[src/inc/cgm_consts.svh]
// register offsets, field positions, reset values and masks of the codec gain bank
`ifndef CGM_CONSTS_SVH
`define CGM_CONSTS_SVH
// register indices; byte address is four times the index
`define CGM_IDX_RX_GAIN 6'h05
`define CGM_IDX_ADC_VOL 6'h06
`define CGM_IDX_DAC_VOL 6'h07
`define CGM_IDX_STATUS 6'h08
`define CGM_IDX_ATTEN 6'h09
// reset values
`define CGM_RST_RX_GAIN 8'h47
`define CGM_RST_VOL 8'h5c
`define CGM_RST_STATUS 8'h00
`define CGM_RST_ATTEN 8'h00
// writable bits per register
`define CGM_WMASK_RX_GAIN 8'hff
`define CGM_WMASK_VOL 8'h7f
`define CGM_WMASK_ATTEN 8'h0f
// field positions
`define CGM_LIG_LSB 6
`define CGM_LIM_BIT 5
`define CGM_MCG_LSB 3
`define CGM_MCM_BIT 2
`define CGM_HIM_BIT 1
`define CGM_IIR_BIT 0
`define CGM_PGA_LSB 2
`define CGM_EN_HI_BIT 1
`define CGM_EN_LO_BIT 0
`define CGM_LOT_LSB 2
`define CGM_SOT_LSB 0
`define CGM_SHORT_LSB 5
`endif

[src/inc/cgm_pkg.sv]
// types of the codec gain, mute and status register bank
package cgm_pkg;
   // power state, reset always lands in run
   typedef enum logic [0:0] {
      PWR_RUN = 1'b0,
      PWR_SLEEP = 1'b1
   } cgm_pwr_type;
   // input path controls
   typedef struct packed {
      logic [1:0] line_in_gain_sel;
      logic line_in_silence;
      logic [1:0] microphone_gain_sel;
      logic microphone_silence;
      logic handset_in_silence;
      logic recursive_filter_select;
   } cgm_in_path_type;
   // output path controls
   typedef struct packed {
      logic [4:0] receive_pga_gain;
      logic [4:0] transmit_pga_gain;
      logic line_out_enable;
      logic handset_out_enable;
      logic left_speaker_enable;
      logic right_speaker_enable;
      logic [1:0] line_out_atten;
      logic [1:0] speaker_out_atten;
   } cgm_out_path_type;
   // whole state of the bank
   typedef struct packed {
      logic [7:0] rx_gain;
      logic [7:0] adc_vol;
      logic [7:0] dac_vol;
      logic [7:0] status;
      logic [7:0] atten;
      logic ack;
      logic [7:0] rdat;
      cgm_pwr_type pwr;
      logic [7:0] div_cnt;
      logic bclk;
      logic bclk_oe;
      logic bclk_prev;
      logic [7:0] bit_cnt;
      logic frame_sync_out;
   } cgm_state_type;
endpackage

[src/verilog/cgm_regs.sv]
// codec gain, mute, attenuation and short status registers with bit clock and frame sync
//
// Contract
// - line gain field bits 7:6, 00 reserved
// - bit 5 set silences line input
// - mic gain field bits 4:3
// - bit 2 set removes microphone from mixer
// - bit 1 set mutes handset input
// - bit 0 picks recursive or FIR filter
// - receive gain bits 6:2, 1.5 dB steps
// - transmit gain bits 6:2, same coding
// - adc bit 1 zero mutes line out
// - adc bit 0 zero mutes handset out
// - dac bit 1 gates left speaker
// - dac bit 0 gates right speaker
// - status bit 7 shows left speaker short
// - status bit 6 shows right speaker short
// - status bit 5 line short, 4:0 zero
// - line attenuation field bits 3:2
// - speaker attenuation field bits 1:0
// - reset values 47, 5c, 5c, 00, 00
// - low reset restores every register
// - reset also wakes device from sleep
// - bit clock driven in master, input in slave
// - frame sync output marks each frame
//
// The implementer's own choice: the Wishbone interface to the registers.
`timescale 1ns/100ps
`include "cgm_consts.svh"
module cgm_regs #(
   parameter int BCLK_DIV = 2,
   parameter int FRAME_BITS = 32
) (
   // clock and reset
   input wire logic ref_clk_i,
   input wire logic rst_n_i,
   // wishbone slave
   input wire logic wb_cyc_i,
   input wire logic wb_stb_i,
   input wire logic wb_we_i,
   input wire logic [7:0] wb_adr_i,
   input wire logic [3:0] wb_sel_i,
   input wire logic [31:0] wb_dat_i,
   output logic [31:0] wb_dat_o,
   output logic wb_ack_o,
   // analog side
   input wire logic [2:0] short_flags_i,
   output cgm_pkg::cgm_in_path_type in_path_o,
   output cgm_pkg::cgm_out_path_type out_path_o,
   // serial link pins
   input wire logic master_mode_i,
   input wire logic sleep_req_i,
   input wire logic bclk_i,
   output logic bclk_o,
   output logic bclk_oe_o,
   output logic frame_sync_out_o,
   output logic sleep_o
);
   import cgm_pkg::*;

   // elaboration check on counts that fit the 8-bit counters
   // the divider and the bit counter are eight bits wide, so larger counts would wrap silently
   // a frame of one bit would keep frame sync high for good, so two bits is the floor
   if (BCLK_DIV < 1 || BCLK_DIV > 255 || FRAME_BITS < 2 || FRAME_BITS > 256)
   begin : g_bad_param
      $error("cgm_regs: BCLK_DIV or FRAME_BITS out of range");
   end

   localparam logic [7:0] DIV_LAST = 8'(BCLK_DIV - 1);
   localparam logic [7:0] BIT_LAST = 8'(FRAME_BITS - 1);

   cgm_state_type st_ff; // registered state
   cgm_state_type nxt_st; // next state
   logic req; // bus request present
   logic wr_take; // write takes effect this edge
   logic [5:0] idx; // register index
   logic bit_rise; // one bit clock rising edge
   logic [7:0] wbyte; // low write byte

   assign req = wb_cyc_i & wb_stb_i;
   assign idx = wb_adr_i[7:2];
   assign wbyte = wb_dat_i[7:0];
   // write lands at the edge where the master sees ack
   assign wr_take = req & wb_we_i & st_ff.ack & wb_sel_i[0];

   // next-state logic
   // the bus side answers every request in one cycle: ack rises the edge after the request is seen
   // and the write lands on the edge where the master samples that ack, so a master that drops
   // its request early loses the write rather than corrupting a neighbouring register
   // read data is captured together with the ack and then held, so a slow master still sees it
   // the link side runs from one divider in master mode or from edges of the host clock in slave
   // mode; both feed the same bit counter, so frame sync rises once every FRAME_BITS bit clocks in either mode
   // sleep freezes the link only; registers stay readable and writable while asleep
   always_comb
   begin
      nxt_st = st_ff;
      bit_rise = 1'b0;
      // single-cycle ack, dropped the cycle after
      nxt_st.ack = req & ~st_ff.ack;
      // read data latched with the ack
      if (req & ~st_ff.ack)
      begin
         unique case (idx)
            `CGM_IDX_RX_GAIN: nxt_st.rdat = st_ff.rx_gain;
            `CGM_IDX_ADC_VOL: nxt_st.rdat = st_ff.adc_vol;
            `CGM_IDX_DAC_VOL: nxt_st.rdat = st_ff.dac_vol;
            `CGM_IDX_STATUS: nxt_st.rdat = st_ff.status;
            `CGM_IDX_ATTEN: nxt_st.rdat = st_ff.atten;
            default: nxt_st.rdat = 8'h00; // unmapped reads zero
         endcase
      end
      // register writes, reserved bits masked
      if (wr_take)
      begin
         unique case (idx)
            `CGM_IDX_RX_GAIN: nxt_st.rx_gain = wbyte & `CGM_WMASK_RX_GAIN;
            `CGM_IDX_ADC_VOL: nxt_st.adc_vol = wbyte & `CGM_WMASK_VOL;
            `CGM_IDX_DAC_VOL: nxt_st.dac_vol = wbyte & `CGM_WMASK_VOL;
            `CGM_IDX_ATTEN: nxt_st.atten = wbyte & `CGM_WMASK_ATTEN;
            default: nxt_st.rdat = nxt_st.rdat; // status and unmapped ignore writes
         endcase
      end
      // live short-circuit flags, low bits zero
      nxt_st.status = {short_flags_i, 5'h00};
      // sleep entered on request, left only by reset
      if (sleep_req_i)
      begin
         nxt_st.pwr = PWR_SLEEP;
      end
      // bit clock direction follows the mode
      nxt_st.bclk_oe = master_mode_i;
      nxt_st.bclk_prev = bclk_i;
      if (st_ff.pwr == PWR_SLEEP)
      begin
         // link stands still while asleep
         nxt_st.bclk = 1'b0;
         nxt_st.div_cnt = 8'h00;
         nxt_st.frame_sync_out = 1'b0;
      end
      else if (master_mode_i)
      begin
         // divided bit clock driven out
         if (st_ff.div_cnt == DIV_LAST)
         begin
            nxt_st.div_cnt = 8'h00;
            nxt_st.bclk = ~st_ff.bclk;
            bit_rise = ~st_ff.bclk;
         end
         else
         begin
            nxt_st.div_cnt = st_ff.div_cnt + 8'h01;
         end
      end
      else
      begin
         // slave: count edges of the incoming clock
         nxt_st.bclk = 1'b0;
         nxt_st.div_cnt = 8'h00;
         bit_rise = bclk_i & ~st_ff.bclk_prev;
      end
      // frame sync high for the first bit of each frame
      if (bit_rise)
      begin
         nxt_st.bit_cnt = (st_ff.bit_cnt == BIT_LAST) ? 8'h00 : st_ff.bit_cnt + 8'h01;
         nxt_st.frame_sync_out = (nxt_st.bit_cnt == 8'h00);
      end
   end

   // state register, reset loads the documented values
   // the reset branch loads constants only; the bit counter starts on its last value so that
   // the first bit clock rise after reset opens a frame with frame sync high
   // reset is the only way out of sleep, so the power state is cleared here and nowhere else
   always_ff @(posedge ref_clk_i or negedge rst_n_i)
   begin
      if (!rst_n_i)
      begin
         st_ff <= '0;
         st_ff.rx_gain <= `CGM_RST_RX_GAIN;
         st_ff.adc_vol <= `CGM_RST_VOL;
         st_ff.dac_vol <= `CGM_RST_VOL;
         st_ff.status <= `CGM_RST_STATUS;
         st_ff.atten <= `CGM_RST_ATTEN;
         st_ff.pwr <= PWR_RUN;
         st_ff.bit_cnt <= BIT_LAST;
      end
      else
      begin
         st_ff <= nxt_st;
      end
   end

   // bus outputs
   assign wb_ack_o = st_ff.ack;
   assign wb_dat_o = {24'h000000, st_ff.rdat};

   // input path fields
   assign in_path_o.line_in_gain_sel = st_ff.rx_gain[`CGM_LIG_LSB +: 2];
   assign in_path_o.line_in_silence = st_ff.rx_gain[`CGM_LIM_BIT];
   assign in_path_o.microphone_gain_sel = st_ff.rx_gain[`CGM_MCG_LSB +: 2];
   assign in_path_o.microphone_silence = st_ff.rx_gain[`CGM_MCM_BIT];
   assign in_path_o.handset_in_silence = st_ff.rx_gain[`CGM_HIM_BIT];
   assign in_path_o.recursive_filter_select = st_ff.rx_gain[`CGM_IIR_BIT];

   // output path fields
   assign out_path_o.receive_pga_gain = st_ff.adc_vol[`CGM_PGA_LSB +: 5];
   assign out_path_o.transmit_pga_gain = st_ff.dac_vol[`CGM_PGA_LSB +: 5];
   assign out_path_o.line_out_enable = st_ff.adc_vol[`CGM_EN_HI_BIT];
   assign out_path_o.handset_out_enable = st_ff.adc_vol[`CGM_EN_LO_BIT];
   assign out_path_o.left_speaker_enable = st_ff.dac_vol[`CGM_EN_HI_BIT];
   assign out_path_o.right_speaker_enable = st_ff.dac_vol[`CGM_EN_LO_BIT];
   assign out_path_o.line_out_atten = st_ff.atten[`CGM_LOT_LSB +: 2];
   assign out_path_o.speaker_out_atten = st_ff.atten[`CGM_SOT_LSB +: 2];

   // link outputs
   // the bit clock output is held low whenever the pin is an input, so a late
   // enable change cannot put a stale high level on a pin the host is driving
   assign bclk_o = st_ff.bclk;
   assign bclk_oe_o = st_ff.bclk_oe;
   assign frame_sync_out_o = st_ff.frame_sync_out;
   assign sleep_o = (st_ff.pwr == PWR_SLEEP);
endmodule

[config.mk]
export PLATFORM = sky130hd
export DESIGN_NAME = cgm_regs
export DESIGN_NICKNAME = d
export VERILOG_FILES = /design/src/inc/cgm_pkg.sv /design/src/verilog/cgm_regs.sv
export VERILOG_INCLUDE_DIRS = /design/src /design/src/inc
export SDC_FILE = /design/constraint.sdc
export NUM_CORES = 1
export LEC_CHECK = 0
export ABC_AREA = 1
export BUFFER_PORTS_ARGS = -buffer_cell sky130_fd_sc_hd__buf_4
export CAP_MARGIN = 20
export CELL_PAD_IN_SITES_DETAIL_PLACEMENT = 0
export CELL_PAD_IN_SITES_GLOBAL_PLACEMENT = 1
export CORE_MARGIN = 1
export CORE_UTILIZATION = 25
export DETAILED_ROUTE_END_ITERATION = 10
export PLACE_DENSITY_LB_ADDON = 0.12
export SLEW_MARGIN = 20
export SYNTH_ARGS = -nofsm -noshare
export SYNTH_HDL_FRONTEND = slang
export SYNTH_SLANG_ARGS = --single-unit
[constraint.sdc]
create_clock -name ref_clk_i -period 1.37 [get_ports ref_clk_i]
set_input_delay 0.2055 -clock ref_clk_i [delete_from_list [all_inputs] [get_ports ref_clk_i]]
set_output_delay 0.2055 -clock ref_clk_i [all_outputs]
set_load 0.005 [all_outputs]
* Word level (Yosys, flattened, before mapping) *
Cells that the tools add are included.

storage, ports and cells
  bits in registers = 59
  input bits = 55
  output and inout port bits = 63

operators by class
  add/subtract/negate cells = 2
  eq/ne operators = 8
  multiplexer cells = 11
  bitwise gates (word level) = 9
  reductions and logical operators = 6

operator list
  kind                                                   number
  one-hot mux 8 bit (5 select lines)                     1
  == test 6 x 3 -> 1 bit, second input constant          3
  two-way mux 9 bit                                      2
  adder 8 x 1 -> 8 bit, second input constant            2
  two-way mux 8 bit                                      2
  == test 6 x 4 -> 1 bit, second input constant          2
  == test 8 x 1 -> 1 bit, second input constant          1
  == test 8 x 5 -> 1 bit, second input constant          1
  zero test 8 bit                                        1
  AND reduction 2 bit                                    4
  bitwise AND 1 bit                                      6
  two-way mux 1 bit                                      6
  inequality test 3 x 1 -> 1 bit, second input constant  1
  NOT 1 bit                                              3
  nonzero test 2 bit                                     1

* Longest topological paths before layout *
Gate-level depths: netlist (run 1).

  depth in word-level cells = 5
  mapped depth = 11
  mapped depth without buffers = 11

* Least setup slack after synthesis (run 1) *
Ideal clock, no wire load.

  kind = reg-to-reg
  start = reg st_ff[13] (netlist name)
  end = reg st_ff[7] (netlist name)
  library setup time = 0.123 ns
  arrival = 1.267 ns
  slack = -0.020 ns
  stages on the path, launching flop included = 11
  period minus slack after synthesis = 1.390 ns
  path through = dfrtp_1 > inv_1 > ha_1 > nand2_1 > nor2_1 > nand3_1 > nand2_1 > nand2_2 > buf_2 > nand2_1 > o21ai_1

between the ends
  word-level cells in the longest chain between the ends = 4

ends and longest elaborated chain
  what                      line             RTL
  start: declaration        cgm_regs.sv:72   cgm_state_type st_ff;
  start signal: assignment  cgm_regs.sv:188  st_ff <= nxt_st;
  == test 8 x 1 -> 1 bit    cgm_regs.sv:143  if (st_ff.div_cnt == DIV_LAST)
  two-way mux 1 bit         cgm_regs.sv:143
  two-way mux 1 bit         cgm_regs.sv:140  else if (master_mode_i)
  two-way mux 1 bit         cgm_regs.sv:133  if (st_ff.pwr == PWR_SLEEP)

No other way between the ends.
A chain may end at the register's enable or synchronous reset.

* Final worst setup path (run 1) *
  start = reg st_ff[1] (netlist name)
  end = reg st_ff[5] (netlist name)

between the ends
  word-level cells in the longest chain between the ends = 2
  elaborated cells on any way between the ends = 3
  classes of those cells = add/sub (1); eq/ne (1); mux (1)

ends and longest elaborated chain
  what                                                                   line             RTL
  adder 8 x 1 -> 8 bit / == test 8 x 5 -> 1 bit (equally long branches)  cgm_regs.sv:164  nxt_st.bit_cnt = (st_ff.bit_cnt == BIT_LAST) ? 8'h00 : st_ff.bit_cnt + 8'h01;
  two-way mux 8 bit *                                                    cgm_regs.sv:164

Mark *: on every way between the ends. The rest lies on a longest branch, timed or not.

==> results of run 1 <==
## repair_timing
action	4_1_cts	5_1_grt
hold buffers	5	0
endpoints found under the setup margin	9	21
pin swaps	7	4
buffers inserted	2	0
hold endpoints to repair	14	0
gates resized for setup	11	20
gates cloned	0	0
## cells by family (layout without fill, tap and decap cells)
kind of cell,count (synthesis),after routing,share of synthesized area (%)
simple gates,196,196,27.4
buf+inv,92,151,18.0
flops,59,59,47.0
compound gates,35,35,6.32
fa+ha+maj,3,3,1.18
other cells,1,24,0.118
## registers in the layout, summed over array words and instances, names as in the netlist
signal,count
bclk_o,1
bclk_oe_o,1
frame_sync_out_o,1
in_path_o,8
out_path_o,18
sleep_o,1
st_ff,20
wb_ack_o,1
wb_dat_o,8
## layer usage
layer,track usage (%),vias up
met3,4.22,8
met4,4.16,0
met2,20.3,55
met1,15.5,1148
li1,-,1301
met5,0,-
## cell usage in the layout (no fill, tap or decap), types with 2 or more instances in the layout
master / netlist / layout
nor3_4: 1 / 2
o21ai_1: 19 / 18
nand2_4: 2 / 3
clkbuf_16: 0 / 9
or2_2: 2 / 2
o21ai_0: 6 / 5
inv_1: 30 / 28
inv_2: 0 / 2
nand4_1: 10 / 10
conb_1: 1 / 24
clkbuf_8: 0 / 2
buf_4: 58 / 95
dlygate4sd3_1: 0 / 5
nor3_1: 6 / 4
dfrtp_1: 42 / 42
nor2_4: 3 / 3
dfstp_2: 17 / 17
a21oi_1: 3 / 2
nand3_1: 16 / 12
nor2_1: 28 / 24
nand3_2: 1 / 5
nand2_2: 5 / 8
nand2_1: 119 / 114
clkbuf_1: 0 / 3
buf_6: 1 / 3
buf_12: 0 / 2
o21ai_2: 7 / 9
nor2_2: 1 / 5
## path summary, 6_finish.rpt
| check | depth (start not counted) | end | from | slack [ns] |
|---|---|---|---|---|
| hold / removal | 1 | bclk_oe_o$_DFF_PN0_ | master_mode_i | 0.03 |
| setup / recovery | 8 | st_ff[5]$_DFFE_PN1P_ | st_ff[1]$_DFFE_PN1P_ | -0.02 |
| max in group asynchronous | 3 | st_ff[6]$_DFFE_PN0P_ | rst_n_i | 0.49 |
| hold reg to reg | 1 | bclk_o$_DFFE_PN0P_ | sleep_o$_DFFE_PN0P_ | 0.46 |
| min in group asynchronous | 2 | out_path_o[1]$_DFFE_PN0P_ | rst_n_i | 0.37 |
| setup reg to reg | 8 | st_ff[5]$_DFFE_PN1P_ | st_ff[1]$_DFFE_PN1P_ | -0.02 |
## power breakdown
group	leakage, nW	internal, mW	switching (mW)
combinational	1.23	0.103	0.131
sequential	0.739	1.77	0.0117
clock	0.147	1.50	0.744
## layout make-up
class | instances | area (um^2)
clock buffers | 14 | 264
well taps | 168 | 210
inverters | 30 | 113
repair buffers | 105 | 837
clock inverters | 2 | 35.0
fillers | 1322 | 7950
multi-input cells | 258 | 1310
flip-flops and latches | 59 | 1500
==> metrics.txt, run 1 <==
final wirelength=7650 um; hpwl dp=5800 um; number of I/O port buffers=64; htree depth=3; routed vias=2512; cell area after synthesis=3190 um^2; synth top area cells=dfrtp_1 (33%), dfstp_2 (14%), nand2_1 (14%); cell count after synthesis=386; Final ANT Viol Nets=0; Mean Syn Cell Area=8.26 um^2; Final Max Slew Viols=0; row count=40; async set or reset register ratio after synthesis=100%; Util after Layout=34.9%; pre-CTS setup slack=-0.136 ns; final hold violations=0; FF+latch count, synth=59; Peak VDD IR=514 uV; CP required=1.63 ns; Core Box Area=12200 um^2; worst hold margin=0.0305 ns; most numerous cell in the Yosys netlist=nand2_1; Worst Path Arrival=1.65 ns; HP Class=input port to register; area share of the largest cell type after synthesis=33.0%; Routed WL per cell=12.0 um; clk_skew=0.00375 ns; register area share after synthesis=47.0%; Ports=118; maximum clock path buffer count=2; clk_lat worst skew=0.32 ns; minimum clock period=1.39 ns; RD Place Congestion=0.747; largest net degree at the start of global routing=31; M1 wire length=3460 um; synth warn=0; type of the worst setup path=register to register; DP Area=3780 um^2; Root Buffer=clkbuf_16; met2 wire len=3700 um; first-pass GRT wire length=12400 um; die height=115 um; PD cells=999 nW/um^2; Synth area leader=dfrtp_1; predominant post-synthesis flop cell=dfrtp_1; violated checks=setup timing; remaining routing DRC violations=0; top cells by count, synth=nand2_1 (119), buf_4 (58), dfrtp_1 (42); diode count=0; setup violators final=5; CTS tree=built; crit end category=register; initial antenna violation count=0; fin cells=636; result of the run=finished, violations left; final critical-path share of the clock period=102%; max-cap violations=0; DRT Pass-1 Iters=4; DR iter-0 viols=74; TNS Setup=-0.0797 ns; TritonCTS Sinks=59; number of placed cells counting well taps=613; vias in the first global route=2473; layout cells sized above 1=37.4%; peak fanout along the critical path=3; number of flops mapped to enable cells by yosys=0; gr usage total=12.5%; slowest CP cell=dfstp_2; Critical Path Start Type=register; clock slew seen by the registers of the worst setup and hold paths=0.05 ns; RSZ-0062 raised after global routing=true; Final Cell Area=4270 um^2; drt via density=3.95; final setup margin=-0.0225 ns; Max Clk Rate=718 MHz; total gr overflow=0; metal3 WL=392 um; largest stage delay on the critical path=0.55 ns; Initial Util=26.1%; Yosys cell types=25; Area growth syn-to-layout=33.9%; crit-path cells=ha_4, buf_4, nand3_1, nand2_1, nand2_2, buf_4, buf_4, o21ai_2; CP dominant cell by count=buf_4; die area=13200 um^2; net count reported at finish=521; top sig layer=met4; Final Power=4.26 mW; family with the most delay on the worst path=flip-flops; P_leak=2.11 nW; CTS Buf Count=9; WP buf/inv=3; die width=115 um
(Power assumes the default switching activity.)
==> run 2: changes to the inputs <==
- clock period: 1.37 -> 1.15 ns (I/O delays scaled with it)
==> run 2 against run 1 <==
The run still ends with setup timing left. Critical endpoint is now frame_sync_out_o$_DFFE_PN0P_. Register-to-register slack got worse by 0.25 ns. Flip-flop and latch count unchanged. First-iteration DRC count decreased by 6.8%. Sequential power increased by 19%. Clock power increased by 18%.
==> metrics.txt, run 2 (synthesis results as in run 1) <==
Max Clk Rate=704 MHz (-2.0%); Hold Path Origin=sleep_req_i; P_leak=2.35 nW (+11%); final hold violations=0 (unchanged); violated checks=setup timing; Routed WL per cell=12.8 um (+6.6%); total gr overflow=0 (unchanged); remaining routing DRC violations=0 (unchanged); most flop-heavy register=st_ff; Ports=118 (unchanged); most frequent cells in the layout=buf_4 (111), nand2_1 (80), dfrtp_1 (42); Worst Path Arrival=1.69 ns (+0.04 ns); row count=40 (unchanged); launch point of the critical path=st_ff[1]$_DFFE_PN1P_; initial antenna violation count=0 (unchanged); CP dominant cell by count=nand2_1; largest net degree at the start of global routing=22 (-29%); Util after Layout=40.6% (+5.7 points); die area=13200 um^2 (unchanged); family with the most delay on the worst path=simple AND/OR/NAND/NOR gates; crit-path cells=ha_4, nand2_2, inv_2, nand2_2, nand2_2, nand2_1, nor2_1, nand2_1, nor2_1, nand2_1, nand2_1; layout cells sized above 1=53.6% (+16 points); TritonCTS Sinks=59 (unchanged); WP buf/inv=1 (-2); net count reported at finish=562 (+7.9%); Core Box Area=12200 um^2 (unchanged); die width=115 um (unchanged); drt via density=4.02 (+1.7%); final critical-path share of the clock period=124% (+22 points); htree depth=3 (unchanged); clk_lat worst skew=0.33 ns (about the same); vias in the first global route=2784 (+13%); Peak VDD IR=522 uV (+1.4%); PD cells=1030 nW/um^2 (+3.0%); largest stage delay on the critical path=0.56 ns (about the same); clk_skew=0.00395 ns (+0.000202 ns); result of the run=finished, violations left; number of I/O port buffers=64 (unchanged); CTS tree=built; hpwl dp=5820 um (+0.32%); Fill cells=1281 (-3.1%); type of the worst setup path=register to register; diode count=0 (unchanged); worst hold margin=0.0283 ns (-0.00217 ns); first-pass GRT wire length=14000 um (+13%); Final Max Slew Viols=0 (unchanged); slowest CP cell=dfstp_2; RSZ-0062 raised after global routing=true; Initial Util=26.1% (unchanged); routed vias=2720 (+8.3%); Area growth syn-to-layout=55.7%; CTS Buf Count=9 (unchanged); RD Place Congestion=0.747 (unchanged); final setup margin=-0.270 ns (-0.248 ns); HP Class=input port to register; Critical Path Start Type=register; max-cap violations=0 (unchanged); DRT Pass-1 Iters=4 (unchanged); clock slew seen by the registers of the worst setup and hold paths=0.05 ns (about the same); die height=115 um (unchanged); DR iter-0 viols=69 (-6.8%); CP required=1.42 ns (-0.21 ns); gr usage total=14.2% (+1.7 points); final wirelength=8680 um (+13%); commonest non-fill, non-tap cell in the layout=buf_4; minimum clock period=1.42 ns (+0.0278 ns); peak fanout along the critical path=3 (unchanged); Final ANT Viol Nets=0 (unchanged); maximum clock path buffer count=2 (unchanged); setup violators final=40 (+35); number of flip-flops in the largest register=20 (unchanged); Root Buffer=clkbuf_16; crit end category=register; FF-to-FF Start=st_ff[1]$_DFFE_PN1P_
## run 2: cell types whose count changed in the layout (fill, tap and decap cells not counted), sizes merged
| cell | change |
|---|---|
| nand2 | +3 |
| buf | +37 |
| dlygate4sd3 | +1 |
## run 2: what timing repair did
item                       CTS  global route
gates resized for setup     79            49
setup endpoints to repair   53            65
hold buffers                 6             0
buffers inserted            23             4
hold endpoints to repair    19             0
cloned                       3             0
pin swaps                   19            17
## run 2: final cells by class
class | count | area, um^2 | share of cell area [%]
inverters | 30 | 113 | 2.27
clock buffers | 14 | 254 | 5.12
multi-input cells | 261 | 1650 | 33.2
repair buffers | 143 | 1200 | 24.3
well taps | 168 | 210 | 4.24
flip-flops and latches | 59 | 1500 | 30.2
clock inverters | 2 | 35.0 | 0.706
## run 2: final timing paths
| check | to | slack (ns) | cells after the start |
|---|---|---|---|
| max | frame_sync_out_o$_DFFE_PN0P_ | -0.27 | 11 |
| max reg2reg | frame_sync_out_o$_DFFE_PN0P_ | -0.27 | 11 |
| max in group asynchronous | in_path_o[1]$_DFFE_PN1P_ | 0.36 | 3 |
| min in group asynchronous | in_path_o[4]$_DFFE_PN0P_ | 0.29 | 2 |
| min reg2reg | wb_dat_o[6]$_DFFE_PN0P_ | 0.48 | 2 |
| min | sleep_o$_DFFE_PN0P_ | 0.03 | 2 |
## run 2: worst register-to-register path, delay by kind of cell (launching register included)
family / cells / cell delay [ns]
and+or+nand+nor: 9 / 0.59
DFF: 1 / 0.56
adders and majority gates: 1 / 0.14
buffers and inverters: 1 / 0.07
## run 2: through the flow
step	cell area, um^2	total power, mW	std cells	setup WS (ns)	setup TNS, ns
4_1_cts	4770	5.20	673	-0.251	-4.03
2_1_floorplan	3310	2.31	409	-0.233	-2.04
3_3_place_gp	3920	2.44	628	-0.264	-4.82
3_5_place_dp	3920	2.44	628	-0.293	-5.59
6_report	4960	5.11	677	-0.270	-3.84
5_1_grt	4960	5.32	677	-0.354	-7.68
## run 2: metal layers
metal	share of wire, %	track usage (%)	up-vias
li1	-	-	1387
met1	44	17.3	1264
met2	49	23.5	58
met3	5.3	4.32	11
met4	1.5	5.28	0
met5	0	0	-
## run 2: power by group
part	leakage, nW	switching (mW)	internal, mW
Sequential	0.739	0.0150	2.11
Combinational	1.47	0.182	0.155
Clock	0.141	0.914	1.73
Total	2.35	1.11	4.00
